==> config.mk <==
export PLATFORM = sky130hd
export DESIGN_NAME = ioe_top
export DESIGN_NICKNAME = d
export VERILOG_FILES = /design/src/rtl/ioe_pkg.sv /design/src/rtl/ioe_fifo_if.sv /design/src/rtl/ioe_fifo.sv /design/src/rtl/ioe_top.sv
export SDC_FILE = /design/constraint.sdc
export NUM_CORES = 1
export LEC_CHECK = 0
export BUFFER_PORTS_ARGS = -buffer_cell sky130_fd_sc_hd__buf_2
export CAP_MARGIN = 10
export CORE_MARGIN = 3
export CORE_UTILIZATION = 25
export DETAILED_ROUTE_END_ITERATION = 8
export GPL_TIMING_DRIVEN = 0
export PLACE_DENSITY = 0.39
export RECOVER_POWER = 100
export SLEW_MARGIN = 0
export SYNTH_ARGS = -nofsm -noshare
export SYNTH_HDL_FRONTEND = slang
export SYNTH_SLANG_ARGS = --single-unit
==> constraint.sdc <==
create_clock -name clk_i -period 6.35 [get_ports clk_i]
set_input_delay 1.5875 -clock clk_i [delete_from_list [all_inputs] [get_ports clk_i]]
set_output_delay 1.5875 -clock clk_i [all_outputs]
set_load 0.05 [all_outputs]
==> src/rtl/ioe_pkg.sv <==
// Purpose: shared constants and types for the output-enable path block
// Assumes: one clock clk_i at 250 MHz, register bus is AHB-Lite, 32-bit words
// Notes:   offsets are byte addresses of aligned words
package ioe_pkg;
   // register byte offsets
   localparam logic [7:0] ADDR_CTRL   = 8'h00;
   localparam logic [7:0] ADDR_DELAY  = 8'h04;
   localparam logic [7:0] ADDR_OE     = 8'h08;
   localparam logic [7:0] ADDR_STATUS = 8'h0c;
   localparam logic [7:0] ADDR_FIFO   = 8'h10;
   localparam logic [7:0] ADDR_IDATA  = 8'h14;
   // ctrl field positions
   localparam int CTRL_MODE_LSB = 0;
   localparam int CTRL_IMODE    = 2;
   localparam int CTRL_CLR      = 3;
   localparam int CTRL_PRE      = 4;
   // delay field positions and ranges
   localparam int DLY_IN_LSB  = 0;
   localparam int DLY_OUT_LSB = 8;
   localparam int DLY_OE_LSB  = 12;
   localparam logic [5:0] DLY_IN_MAX  = 6'h3f;
   localparam logic [3:0] DLY_OUT_MAX = 4'hf;
   // reset values
   localparam logic [31:0] CTRL_RST  = 32'h0000_0000;
   localparam logic [31:0] DELAY_RST = 32'h0000_0000;
   // device figures
   localparam int OE_GROUPS = 2;
   localparam int PINS      = 8;
   localparam int FIFO_DEPTH = 16;
   // output-enable register modes
   typedef enum logic [1:0] {
      IOE_BYPASS,
      IOE_PACKED,
      IOE_HALF_RATE
   } ioe_mode_type;
endpackage

==> src/rtl/ioe_fifo_if.sv <==
// Purpose: valid/ready stream carrier between the top and its fifo
// Assumes: single clock
// Notes:   word width set by parameter
interface ioe_fifo_if #(parameter int W = 32);
   logic         in_valid;
   logic         in_ready;
   logic [W-1:0] in_data;
   logic         out_valid;
   logic         out_ready;
   logic [W-1:0] out_data;
   modport src  (output in_valid, in_data, input in_ready,
                 output out_ready, input out_valid, out_data);
   modport fifo (input in_valid, in_data, output in_ready,
                 input out_ready, output out_valid, out_data);
endinterface

==> src/rtl/ioe_fifo.sv <==
// Purpose: small synchronous fifo, registered read data
// Assumes: single clock, asynchronous active-low reset
// Notes:   depth must be a power of two
module ioe_fifo #(
   parameter int W     = 32,
   parameter int DEPTH = 16
) (
   input wire logic clk_i,      // clock
   input wire logic rst_n_i,    // async reset, low
   ioe_fifo_if.fifo f           // stream ports
);
   localparam int AW = $clog2(DEPTH);
   logic [W-1:0] mem_r [DEPTH];
   logic [AW:0]  wr_r;
   logic [AW:0]  rd_r;
   logic         full;
   logic         empty;
   logic         push;
   logic         pop;
   logic         ov_r;
   logic [W-1:0] od_r;

   // pointers carry one wrap bit so full and empty are exact
   assign empty = (wr_r == rd_r);
   assign full  = (wr_r[AW] != rd_r[AW]) && (wr_r[AW-1:0] == rd_r[AW-1:0]);
   assign f.in_ready = !full;
   assign push = f.in_valid && !full;
   assign pop  = !empty && (!ov_r || f.out_ready);
   assign f.out_valid = ov_r;
   assign f.out_data  = od_r;

   // storage, no reset needed
   always_ff @(posedge clk_i)
   begin
      if (push)
      begin
         mem_r[wr_r[AW-1:0]] <= f.in_data;
      end
   end

   // pointers
   always_ff @(posedge clk_i or negedge rst_n_i)
   begin
      if (!rst_n_i)
      begin
         wr_r <= '0;
         rd_r <= '0;
      end
      else
      begin
         if (push)
         begin
            wr_r <= wr_r + 1'b1;
         end
         if (pop)
         begin
            rd_r <= rd_r + 1'b1;
         end
      end
   end

   // output register stage
   always_ff @(posedge clk_i or negedge rst_n_i)
   begin
      if (!rst_n_i)
      begin
         ov_r <= 1'b0;
         od_r <= '0;
      end
      else if (pop)
      begin
         ov_r <= 1'b1;
         od_r <= mem_r[rd_r[AW-1:0]];
      end
      else if (f.out_ready)
      begin
         ov_r <= 1'b0;
      end
   end
endmodule

==> src/rtl/ioe_top.sv <==
// Purpose: output-enable path of a general purpose i/o group, with delays
// Assumes: clk_i is the full-rate clock; half rate is an enable every 2nd cycle
// Notes:   enable words queue in a 16-word fifo and drain one per half-rate slot
//
// Functional notes
// - the enable path has no true double-rate stage at full rate, only a packable register.
// - a single-edge register clocked by the full-rate clock sits in the full-rate position.
// - there is exactly one half-rate conversion stage in the enable path.
// - three modes are selectable: bypass, packed register and half-rate single-rate output.
// - in bypass the core enable reaches the delay element with no register in between.
// - the eight pins of a bank share only two independent output enables.
// - the full-rate stage of the data paths can act as a plain single-edge flip-flop.
// - the input delay takes settings 0 to 63, scaling linearly with the setting.
// - the output and enable delays each take settings 0 to 15.
// - the full-rate input stage captures pad data on the rising edge only; the second register takes that sample one cycle later.
// - every double-rate stage uses the same shared clear and preset.
//
// Local design decisions: the AHB-Lite register port and the register addresses.
module ioe_top (
   input  wire logic        clk_i,     // full-rate clock
   input  wire logic        rst_n_i,   // async reset, low
   input  wire logic        hsel,      // ahb select
   input  wire logic [31:0] haddr,     // ahb address
   input  wire logic [1:0]  htrans,    // ahb transfer type
   input  wire logic        hwrite,    // ahb write
   input  wire logic [2:0]  hsize,     // ahb size
   input  wire logic [31:0] hwdata,    // ahb write data
   input  wire logic        hready,    // ahb bus ready
   output logic      [31:0] hrdata,    // ahb read data
   output logic             hreadyout, // ahb slave ready
   output logic             hresp,     // ahb response, always okay
   input  wire logic [1:0]  oe_core_i, // core enables, one per group
   input  wire logic [7:0]  dout_i,    // core output data
   input  wire logic [7:0]  pad_i,     // pad input levels
   output logic      [7:0]  pad_o,     // pad output levels
   output logic      [7:0]  pad_oe_n_o // pad enable, low drives
);
   localparam int DW = ioe_pkg::OE_GROUPS;

   logic [31:0] ctrl_r;
   logic [31:0] delay_r;
   logic        wr_pend_r;
   logic        rd_pend_r;
   logic [7:0]  addr_r;
   logic        hr_en_r;
   logic [DW-1:0] oe_full_r;
   logic [DW-1:0] oe_half_r;
   logic [DW-1:0] oe_sel;
   logic [DW-1:0] oe_dly;
   logic [7:0]  dout_r;
   logic [7:0]  dout_sel;
   logic [7:0]  din_rise_r;
   logic [7:0]  din_fall_r;
   logic [7:0]  din_sdr_r;
   logic [3:0]  oe_cnt_r [DW];
   logic [DW-1:0] oe_dly_r;
   logic [3:0]  out_cnt_r [8];
   logic [7:0]  out_dly_r;
   logic [5:0]  in_cnt_r [8];
   logic [7:0]  in_dly_r;
   logic        clr;
   logic        pre;
   ioe_pkg::ioe_mode_type mode;
   logic        ahb_go;

   ioe_fifo_if #(.W(DW)) q ();

   ioe_fifo #(.W(DW), .DEPTH(ioe_pkg::FIFO_DEPTH)) u_fifo (
      .clk_i   (clk_i),
      .rst_n_i (rst_n_i),
      .f       (q.fifo)
   );

   // mode decode; an illegal code falls back to bypass
   always_comb
   begin
      unique case (ctrl_r[ioe_pkg::CTRL_MODE_LSB +: 2])
         2'h1:    mode = ioe_pkg::IOE_PACKED;
         2'h2:    mode = ioe_pkg::IOE_HALF_RATE;
         default: mode = ioe_pkg::IOE_BYPASS;
      endcase
   end

   // one shared clear and preset for all double-rate stages
   assign clr = ctrl_r[ioe_pkg::CTRL_CLR];
   assign pre = ctrl_r[ioe_pkg::CTRL_PRE];

   // bus slave: zero wait states, okay always
   assign hreadyout = 1'b1;
   assign hresp     = 1'b0;
   assign ahb_go    = hsel && hready && htrans[1];

   // address phase capture
   always_ff @(posedge clk_i or negedge rst_n_i)
   begin
      if (!rst_n_i)
      begin
         wr_pend_r <= 1'b0;
         rd_pend_r <= 1'b0;
         addr_r    <= 8'h00;
      end
      else if (hready)
      begin
         wr_pend_r <= ahb_go && hwrite;
         rd_pend_r <= ahb_go && !hwrite;
         addr_r    <= haddr[7:0];
      end
   end

   // control and delay registers, written in the data phase
   always_ff @(posedge clk_i or negedge rst_n_i)
   begin
      if (!rst_n_i)
      begin
         ctrl_r  <= ioe_pkg::CTRL_RST;
         delay_r <= ioe_pkg::DELAY_RST;
      end
      else if (wr_pend_r)
      begin
         if (addr_r == ioe_pkg::ADDR_CTRL)
         begin
            ctrl_r <= {27'h0, hwdata[4:0]};
         end
         if (addr_r == ioe_pkg::ADDR_DELAY)
         begin
            // only legal widths are kept: 0..63 in, 0..15 out and enable
            delay_r <= {16'h0, hwdata[15:12], hwdata[11:8], 2'h0, hwdata[5:0]};
         end
      end
   end

   // queued enable words come from writes to the fifo window
   assign q.in_valid = wr_pend_r && (addr_r == ioe_pkg::ADDR_FIFO);
   assign q.in_data  = hwdata[DW-1:0];

   // read mux; unmapped words read zero
   always_ff @(posedge clk_i or negedge rst_n_i)
   begin
      if (!rst_n_i)
      begin
         hrdata <= 32'h0000_0000;
      end
      else if (ahb_go && !hwrite)
      begin
         unique case (haddr[7:0])
            ioe_pkg::ADDR_CTRL:   hrdata <= ctrl_r;
            ioe_pkg::ADDR_DELAY:  hrdata <= delay_r;
            ioe_pkg::ADDR_OE:     hrdata <= {30'h0, oe_dly_r};
            ioe_pkg::ADDR_STATUS: hrdata <= {29'h0, q.out_valid, !q.in_ready, hr_en_r};
            ioe_pkg::ADDR_IDATA:  hrdata <= {16'h0, din_fall_r, din_rise_r};
            default:              hrdata <= 32'h0000_0000;
         endcase
      end
   end

   // half-rate enable: exactly every second full-rate cycle
   always_ff @(posedge clk_i or negedge rst_n_i)
   begin
      if (!rst_n_i)
      begin
         hr_en_r <= 1'b0;
      end
      else
      begin
         hr_en_r <= !hr_en_r;
      end
   end

   // the single half-rate stage drains one fifo word per half-rate slot
   assign q.out_ready = hr_en_r && (mode == ioe_pkg::IOE_HALF_RATE);
   always_ff @(posedge clk_i or negedge rst_n_i)
   begin
      if (!rst_n_i)
      begin
         oe_half_r <= '0;
      end
      else if (clr)
      begin
         oe_half_r <= '0;
      end
      else if (pre)
      begin
         oe_half_r <= '1;
      end
      else if (q.out_ready && q.out_valid)
      begin
         oe_half_r <= q.out_data;
      end
   end

   // full-rate position is a plain single-edge register, so it packs
   always_ff @(posedge clk_i or negedge rst_n_i)
   begin
      if (!rst_n_i)
      begin
         oe_full_r <= '0;
      end
      else if (clr)
      begin
         oe_full_r <= '0;
      end
      else if (pre)
      begin
         oe_full_r <= '1;
      end
      else if (mode == ioe_pkg::IOE_HALF_RATE)
      begin
         oe_full_r <= oe_half_r;
      end
      else
      begin
         oe_full_r <= oe_core_i;
      end
   end

   // mode select in front of the enable delay element
   always_comb
   begin
      unique case (mode)
         ioe_pkg::IOE_BYPASS: oe_sel = oe_core_i;
         ioe_pkg::IOE_PACKED: oe_sel = oe_full_r;
         default:             oe_sel = oe_full_r;
      endcase
   end

   // output data full-rate stage as a plain flip-flop in every mode except bypass
   always_ff @(posedge clk_i or negedge rst_n_i)
   begin
      if (!rst_n_i)
      begin
         dout_r <= 8'h00;
      end
      else if (clr)
      begin
         dout_r <= 8'h00;
      end
      else if (pre)
      begin
         dout_r <= 8'hff;
      end
      else
      begin
         dout_r <= dout_i;
      end
   end
   assign dout_sel = (mode == ioe_pkg::IOE_BYPASS) ? dout_i : dout_r;

   // input stage: CTRL_IMODE picks which of the two captures feeds the single-rate register
   always_ff @(posedge clk_i or negedge rst_n_i)
   begin
      if (!rst_n_i)
      begin
         din_rise_r <= 8'h00;
         din_sdr_r  <= 8'h00;
      end
      else if (clr)
      begin
         din_rise_r <= 8'h00;
         din_sdr_r  <= 8'h00;
      end
      else
      begin
         din_rise_r <= pre ? 8'hff : in_dly_r;
         din_sdr_r  <= ctrl_r[ioe_pkg::CTRL_IMODE] ? din_fall_r : din_rise_r;
      end
   end

   // second half of the capture pair; clock is single edge so it takes the
   // delayed sample one cycle later, a limitation of one-clock modelling
   always_ff @(posedge clk_i or negedge rst_n_i)
   begin
      if (!rst_n_i)
      begin
         din_fall_r <= 8'h00;
      end
      else if (clr)
      begin
         din_fall_r <= 8'h00;
      end
      else
      begin
         din_fall_r <= pre ? 8'hff : din_rise_r;
      end
   end

   // enable delay elements: a change reaches oe_dly_r the setting plus one cycles later
   genvar g;
   generate
      for (g = 0; g < DW; g++)
      begin : g_oe
         always_ff @(posedge clk_i or negedge rst_n_i)
         begin
            if (!rst_n_i)
            begin
               oe_cnt_r[g] <= 4'h0;
               oe_dly_r[g] <= 1'b0;
            end
            else if (oe_sel[g] == oe_dly_r[g])
            begin
               oe_cnt_r[g] <= 4'h0;
            end
            else if (oe_cnt_r[g] >= delay_r[ioe_pkg::DLY_OE_LSB +: 4])
            begin
               oe_dly_r[g] <= oe_sel[g];
               oe_cnt_r[g] <= 4'h0;
            end
            else
            begin
               oe_cnt_r[g] <= oe_cnt_r[g] + 4'h1;
            end
         end
      end
   endgenerate
   assign oe_dly = oe_dly_r;

   // per-pin output and input delay elements
   genvar p;
   generate
      for (p = 0; p < ioe_pkg::PINS; p++)
      begin : g_pin
         always_ff @(posedge clk_i or negedge rst_n_i)
         begin
            if (!rst_n_i)
            begin
               out_cnt_r[p] <= 4'h0;
               out_dly_r[p] <= 1'b0;
            end
            else if (dout_sel[p] == out_dly_r[p])
            begin
               out_cnt_r[p] <= 4'h0;
            end
            else if (out_cnt_r[p] >= delay_r[ioe_pkg::DLY_OUT_LSB +: 4])
            begin
               out_dly_r[p] <= dout_sel[p];
               out_cnt_r[p] <= 4'h0;
            end
            else
            begin
               out_cnt_r[p] <= out_cnt_r[p] + 4'h1;
            end
         end

         // delay grows linearly with the setting, 1 to 64 cycles
         always_ff @(posedge clk_i or negedge rst_n_i)
         begin
            if (!rst_n_i)
            begin
               in_cnt_r[p] <= 6'h00;
               in_dly_r[p] <= 1'b0;
            end
            else if (pad_i[p] == in_dly_r[p])
            begin
               in_cnt_r[p] <= 6'h00;
            end
            else if (in_cnt_r[p] >= delay_r[ioe_pkg::DLY_IN_LSB +: 6])
            begin
               in_dly_r[p] <= pad_i[p];
               in_cnt_r[p] <= 6'h00;
            end
            else
            begin
               in_cnt_r[p] <= in_cnt_r[p] + 6'h01;
            end
         end

         // pins 0-3 share enable 0, pins 4-7 enable 1
         assign pad_oe_n_o[p] = !oe_dly[p / (ioe_pkg::PINS / DW)];
         assign pad_o[p]      = out_dly_r[p];
      end
   endgenerate
endmodule

==> summary.md, run 1 <==
| Metric | Value |
|---|---|
| RSZ-0062 raised after global routing | false |
| Synth-to-Final Area Change | 18.0% |
| Slowest cell delay on critical path | 2.26 ns |
| # setup viols final | 0 |
| Flop2flop setup slack | 2.38 ns |
| Final min period | 4.01 ns |
| Vias post-DR | 7472 |
| DR pass1 iterations | 4 |
| Area share of fa/ha/maj cells after synthesis | 0.121 |
| Top cells by area, synth | dfrtp_1, ha_1, edfxtp_1, nor2_1, mux2_2 |
| Pre-CTS setup slack | 2.65 ns |
| Fmax | 250 MHz |
| CTS tree | built |
| Worst path bufs/invs | 1 |
| Total power | 4.49 mW |
| Slew Viols, Final | 67 |
| Worst-path cell chain | clkbuf_1 |
| Rows | 78 |
| Hold Vio Cnt, Final | 0 |
| Clock skew | 0.0225 ns |
| Chip Height | 221 microns |
| Critical path arrival | 3.92 ns |
| Worst IR Drop VDD | 0.210 mV |
| Relative slew slack | -1.18 |
| Worst Hold Depth | 1 |
| Mean Syn Cell Area | 11.1 sq um |
| CP top delay family | buffers and inverters |
| WL/cell | 15.3 microns |
| Setup crit end kind | asynchronous set/reset pin |
| Crit path kind | input port to asynchronous set/reset pin |
| Post-Synthesis Cells | 1046 |
| Die Area | 49000 sq um |
| Area leader, netlist | dfrtp_1 |
| Post-synthesis mux area share | 0.0803 |
| Non-Filler Instances | 1795 |
| ANT cells | 0 |
| Post-Syn Area | 11600 sq um |
| YS warnings | 0 |
| H-tree depth | 1 |
| Crit-path max FO | 57 |
| Worst Hold End | in_cnt_r[0] |
| Hold_ws | 0.483 ns |
| Setup tns final | 0 ns |
| Slowest cell on crit path | clkbuf_1 |
| GPL Wtd Cong | 0.698 |
| DP Area | 12900 sq um |
| Synth Register Bits | 224 |
| Simple-gate share of the synthesized area | 0.113 |
| Vias in the first global route | 7806 |
| CP Launch Type | input port |
| LEAKAGE | 6.25 nW |
| Most frequent cells in the layout | dfrtp_1, nor2_1, ha_1, inv_1, clkbuf_1 |
| DRC Markers | 0 |
| Run status | complete, but fails checks |
| 1st-iter DRT viols | 314 |
| Synth Area in Compound Gates | 0.0728 |
| PostCTS Resize Cnt | 0 |
| Yosys cell types | 46 |
| ANT nets after route | 0 |
| Cells after DPL | 1741 |
| Skew-Pair Late Insertion Delay | 0.57 ns |
| Pin count of the biggest net entering global routing | 76 |
| Initial Utilization | 0.255 |
| CTS Hold Bufs | 0 |
| Gr ovfl total | 0 |
| Worst R2R End | u_fifo.mem_r[6][1] |
| Largest family of logic cells by synthesized area | adder cells |
| Min-Delay Path Class | register to register |
| XOR/XNOR Fraction of Synth Area | 0.0633 |
| Post-DR vias/cell | 4.16 |
| Seq/Total Area, Yosys | 0.497 |
| Dpl hpwl | 19800 microns |
| Critical hold path startpoint | in_cnt_r[0] |
| Fin crit share | 0.631 |
| Final wirelength | 27500 microns |
| Failing checks | capacitance limit, slew limit |
| Clock Path Buffers | 3 |
| Core area | 45600 sq um |
| Clock net sink count | 224 |
| CTS Buf Count | 30 |
| Commonest non-fill, non-tap cell in the layout | dfrtp_1 |
| Postcts setup bufs | 0 |
| Die width | 221 microns |
| Share of layout cells above drive strength 1 | 0.131 |
| Worst-margin pin slew | 3.27 ns |
| I/O Buffers | 77 |
| First-pass GRT wire length | 44800 microns |
| I/O pins | 142 |
| R2R depth | 5 |
| Total GRT Usage | 0.114 |
| Layout net count | 1377 |
| Top cell type's share of synthesized area | 0.414 |
| Max Cap Violations | 2 |
| P per Cell Area | 328 nW/um^2 |
| Finished Core Util | 0.300 |
| Initial antenna violation count | 3 |
| Root buffer cell | clkbuf_16 |
| Data required, critical path | 6.26 ns |
| Final Worst Setup Slack | 2.34 ns |
| Clock transition at the registers of the reported paths | 0.06 ns |
| Design area | 13700 sq um |
| RR Startpoint | addr_r[5] |
## metal layers
metal / wire, microns / global-route usage / share of wire / vias to the layer above
met5: 36 / 0 / 0.0013 / -
met3: 1140 / 0.0273 / 0.041 / 43
met4: 672 / 0.0270 / 0.024 / 6
li1: - / - / - / 3793
met1: 13500 / 0.157 / 0.49 / 3535
met2: 12200 / 0.180 / 0.44 / 95
## power breakdown
group          total [mW]  internal (mW)  switching, mW
sequential           1.82           1.64          0.179
combinational        1.06          0.429          0.635
clock                1.60          0.954          0.648
total                4.49           3.02           1.46
## kinds of logic (layout without fill, tap and decap cells)
logic type                 count (synthesis)  after routing
other                                      2             18
AOI/OAI and AO/OA                        132            132
DFF                                      224            224
buffers and inverters                    134            267
xor gates and xnor gates                  83             83
and+or+nand+nor                          279            279
muxes                                     80             80
adders and majority gates                112            112
## cells in the mapped netlist, drive strengths merged
master	instances
a32o	2
mux2i	38
o21ai	37
nand3	40
a21oi	36
dfrtp	192
and4b	4
o31ai	2
a21o	26
a22o	2
nor2b	4
nor4	2
and4	4
nor4b	1
a211oi	2
clkbuf	15
buf	32
ha	112
nor3b	4
o211ai	19
edfxtp	32
a2111oi	3
nand4	5
nand2	33
a21boi	1
nand2b	19
a32oi	1
nand4b	1
mux4	7
nor2	153
mux2	35
nand3b	1
inv	87
xor2	41
and4bb	4
nor3	4
conb	2
xnor2	42
a31o	1
## state kept, by name (all words and copies together) (netlist names), 8 cells and up
signal / count
in_cnt_r: 48
pad_o: 8
hrdata: 16
delay_r: 14
din_rise_r: 8
oe_cnt_r: 8
out_cnt_r: 32
u_fifo.mem_r: 32
addr_r: 8
dout_r: 8
din_fall_r: 8
in_dly_r: 8
## how the worst max path moves through the flow
| stage | start | to | slack [ns] | cells after the start |
|---|---|---|---|---|
| 3_3_place_gp | rst_n_i | in_cnt_r[9] | 0.002 | 1 |
| 5_1_grt | rst_n_i | hrdata[11] | 1.55 | 1 |
| 2_1_floorplan | haddr[3] | hrdata[0] | 3.52 | 5 |
| 4_1_cts | oe_dly[0] | pad_oe_n_o[2] | 3.12 | 3 |
| 3_5_place_dp | hwrite | hrdata[10] | 2.65 | 6 |
| 6_report | rst_n_i | hrdata[11] | 2.34 | 1 |
## layout make-up
| class | count | area, sq um |
|---|---|---|
| Buffer | 47 | 277 |
| Clock buffer | 49 | 892 |
| Clock inverter | 5 | 46.3 |
| Fill cell | 4727 | 31900 |
| Inverter | 87 | 327 |
| Multi-Input combinational cell | 704 | 5240 |
| Sequential cell | 224 | 5770 |
| Tap cell | 600 | 751 |
| Timing Repair Buffer | 79 | 392 |
(Power assumes the default switching activity.)
==> run 2: changes to the inputs <==
Clock period 6.35 ns to 3.8 ns, I/O delays scaled along.
==> run 2 against run 1 <==
Against the previous run: the run still ends with capacitance limit, slew limit left; global-route usage unchanged; combinational power up 68%; non-clock buffer count unchanged; first-iteration DRC count fell by 3.8%; worst hold slack got worse by 0.18 ns; largest cell class unchanged; highest routed layer unchanged.
==> summary.md, run 2 (same netlist as run 1, synthesis figures left out) <==
| Metric | Value |
|---|---|
| Run status | complete, but fails checks |
| Failing checks | capacitance limit, slew limit |
| Die Area | 49000 sq um |
| Fin crit share | 0.726 |
| Die width | 221 microns |
| Pin count of the biggest net entering global routing | 76 |
| Dpl hpwl | 19800 microns |
| Total GRT Usage | 0.114 |
| LEAKAGE | 6.26 nW |
| Share of layout cells above drive strength 1 | 0.135 |
| Crit-path max FO | 10 |
| CTS Buf Count | 30 |
| Finished Core Util | 0.301 |
| CTS Hold Bufs | 0 |
| DR pass1 iterations | 4 |
| Chip Height | 221 microns |
| Biggest register | in_cnt_r |
| Skew-Pair Late Insertion Delay | 0.57 ns |
| Setup crit end kind | register |
| Core area | 45600 sq um |
| DP Area | 12900 sq um |
| # setup viols final | 0 |
| I/O Buffers | 77 |
| Flop2flop setup slack | 1.04 ns |
| Initial antenna violation count | 3 |
| Final Worst Setup Slack | 1.04 ns |
| PostCTS Resize Cnt | 0 |
| Layout net count | 1377 |
| Crit path kind | register to register |
| Setup tns final | 0 ns |
| Final wirelength | 27500 microns |
| Post-DR vias/cell | 4.17 |
| Clock transition at the registers of the reported paths | 0.06 ns |
| RSZ-0062 raised after global routing | false |
| First-pass GRT wire length | 44800 microns |
| Max Cap Violations | 1 |
| Rows | 78 |
| FILL cells | 4722 |
| Data required, critical path | 4.05 ns |
| ANT nets after route | 0 |
| Clock net sink count | 224 |
| Worst IR Drop VDD | 0.351 mV |
| Root buffer cell | clkbuf_16 |
| RR Startpoint | addr_r[5] |
| H-tree depth | 1 |
| Initial Utilization | 0.255 |
| Non-Filler Instances | 1795 |
| Worst R2R End | u_fifo.mem_r[8][1] |
| ANT cells | 0 |
| Area of the multi-input gates | 5260 sq um |
| Pre-CTS setup slack | 0.734 ns |
| Relative slew slack | -0.355 |
| P per Cell Area | 547 nW/um^2 |
| Postcts setup bufs | 0 |
| R2R depth | 5 |
| CP Launch Type | register |
| Min-Delay Path Class | input port to asynchronous set/reset pin |
| CTS tree | built |
| Vias post-DR | 7487 |
| Clock skew | 0.0221 ns |
| Hold Vio Cnt, Final | 0 |
| Max FFs per register | 48 |
| Design area | 13700 sq um |
| Cells after DPL | 1741 |
| Commonest non-fill, non-tap cell in the layout | dfrtp_1 |
| GPL Wtd Cong | 0.698 |
| Sequential cell area | 5770 sq um |
| Worst-margin pin slew | 2.03 ns |
| WL/cell | 15.3 microns |
| Gr ovfl total | 0 |
| I/O pins | 142 |
| Vias in the first global route | 7806 |
| 1st-iter DRT viols | 302 |
| Hold_ws | 0.299 ns |
| Synth-to-Final Area Change | 18.1% |
| Critical path arrival | 3.01 ns |
| DRC Markers | 0 |
| Fmax | 362 MHz |
| Most frequent cells in the layout | dfrtp_1, nor2_1, ha_1, inv_1, clkbuf_1 |
| Slew Viols, Final | 75 |
| Total power | 7.50 mW |
| Final min period | 2.76 ns |
| Clock Path Buffers | 3 |
run 2: cell count changes in the layout (fill, tap and decap cells not counted), sizes merged:
| cell | delta |
|---|---|
| buf | +3 |
| clkbuf | -3 |
run 2: critical path, stage by stage, from the launching register on:
cell       delay [ns]
dfrtp_1          0.39
nor4b_1          0.49
nand2_1          0.20
a2111oi_4        0.59
clkbuf_1         0.43
and4b_1          0.34
run 2: report_power, final:
group,internal [mW],switching [mW],leakage (nW),total [mW]
sequential,2.74,0.299,2.67,3.04
combinational,0.716,1.07,3.14,1.78
clock,1.59,1.08,0.454,2.68
run 2: routing by layer:
metal / part of all wire / global-route usage / vias to the layer above
li1: - / - / 3793
met1: 0.49 / 0.157 / 3551
met2: 0.44 / 0.180 / 94
met3: 0.041 / 0.0273 / 43
met4: 0.024 / 0.0270 / 6
met5: 0.0013 / 0 / -
run 2: how the worst max path moves through the flow:
stage / slack, ns / end / from
finish: 1.04 / u_fifo.mem_r[8][1] / addr_r[5]
detailed placement: 0.73 / hrdata[10] / hwrite
floorplan: 1.61 / hrdata[0] / haddr[3]
global placement: -1.91 / in_cnt_r[9] / rst_n_i
global route: 0.66 / in_cnt_r[35] / rst_n_i
CTS: 1.21 / u_fifo.mem_r[6][1] / addr_r[5]
run 2: cell type report:
class,count,share of cell area
plain buffers,47,0.0202
clock buffers,49,0.0651
clock inverters,5,0.00338
inverters,87,0.0238
multi-input cells,704,0.384
flip-flops and latches,224,0.421
well taps,600,0.0548
repair buffers,79,0.0280
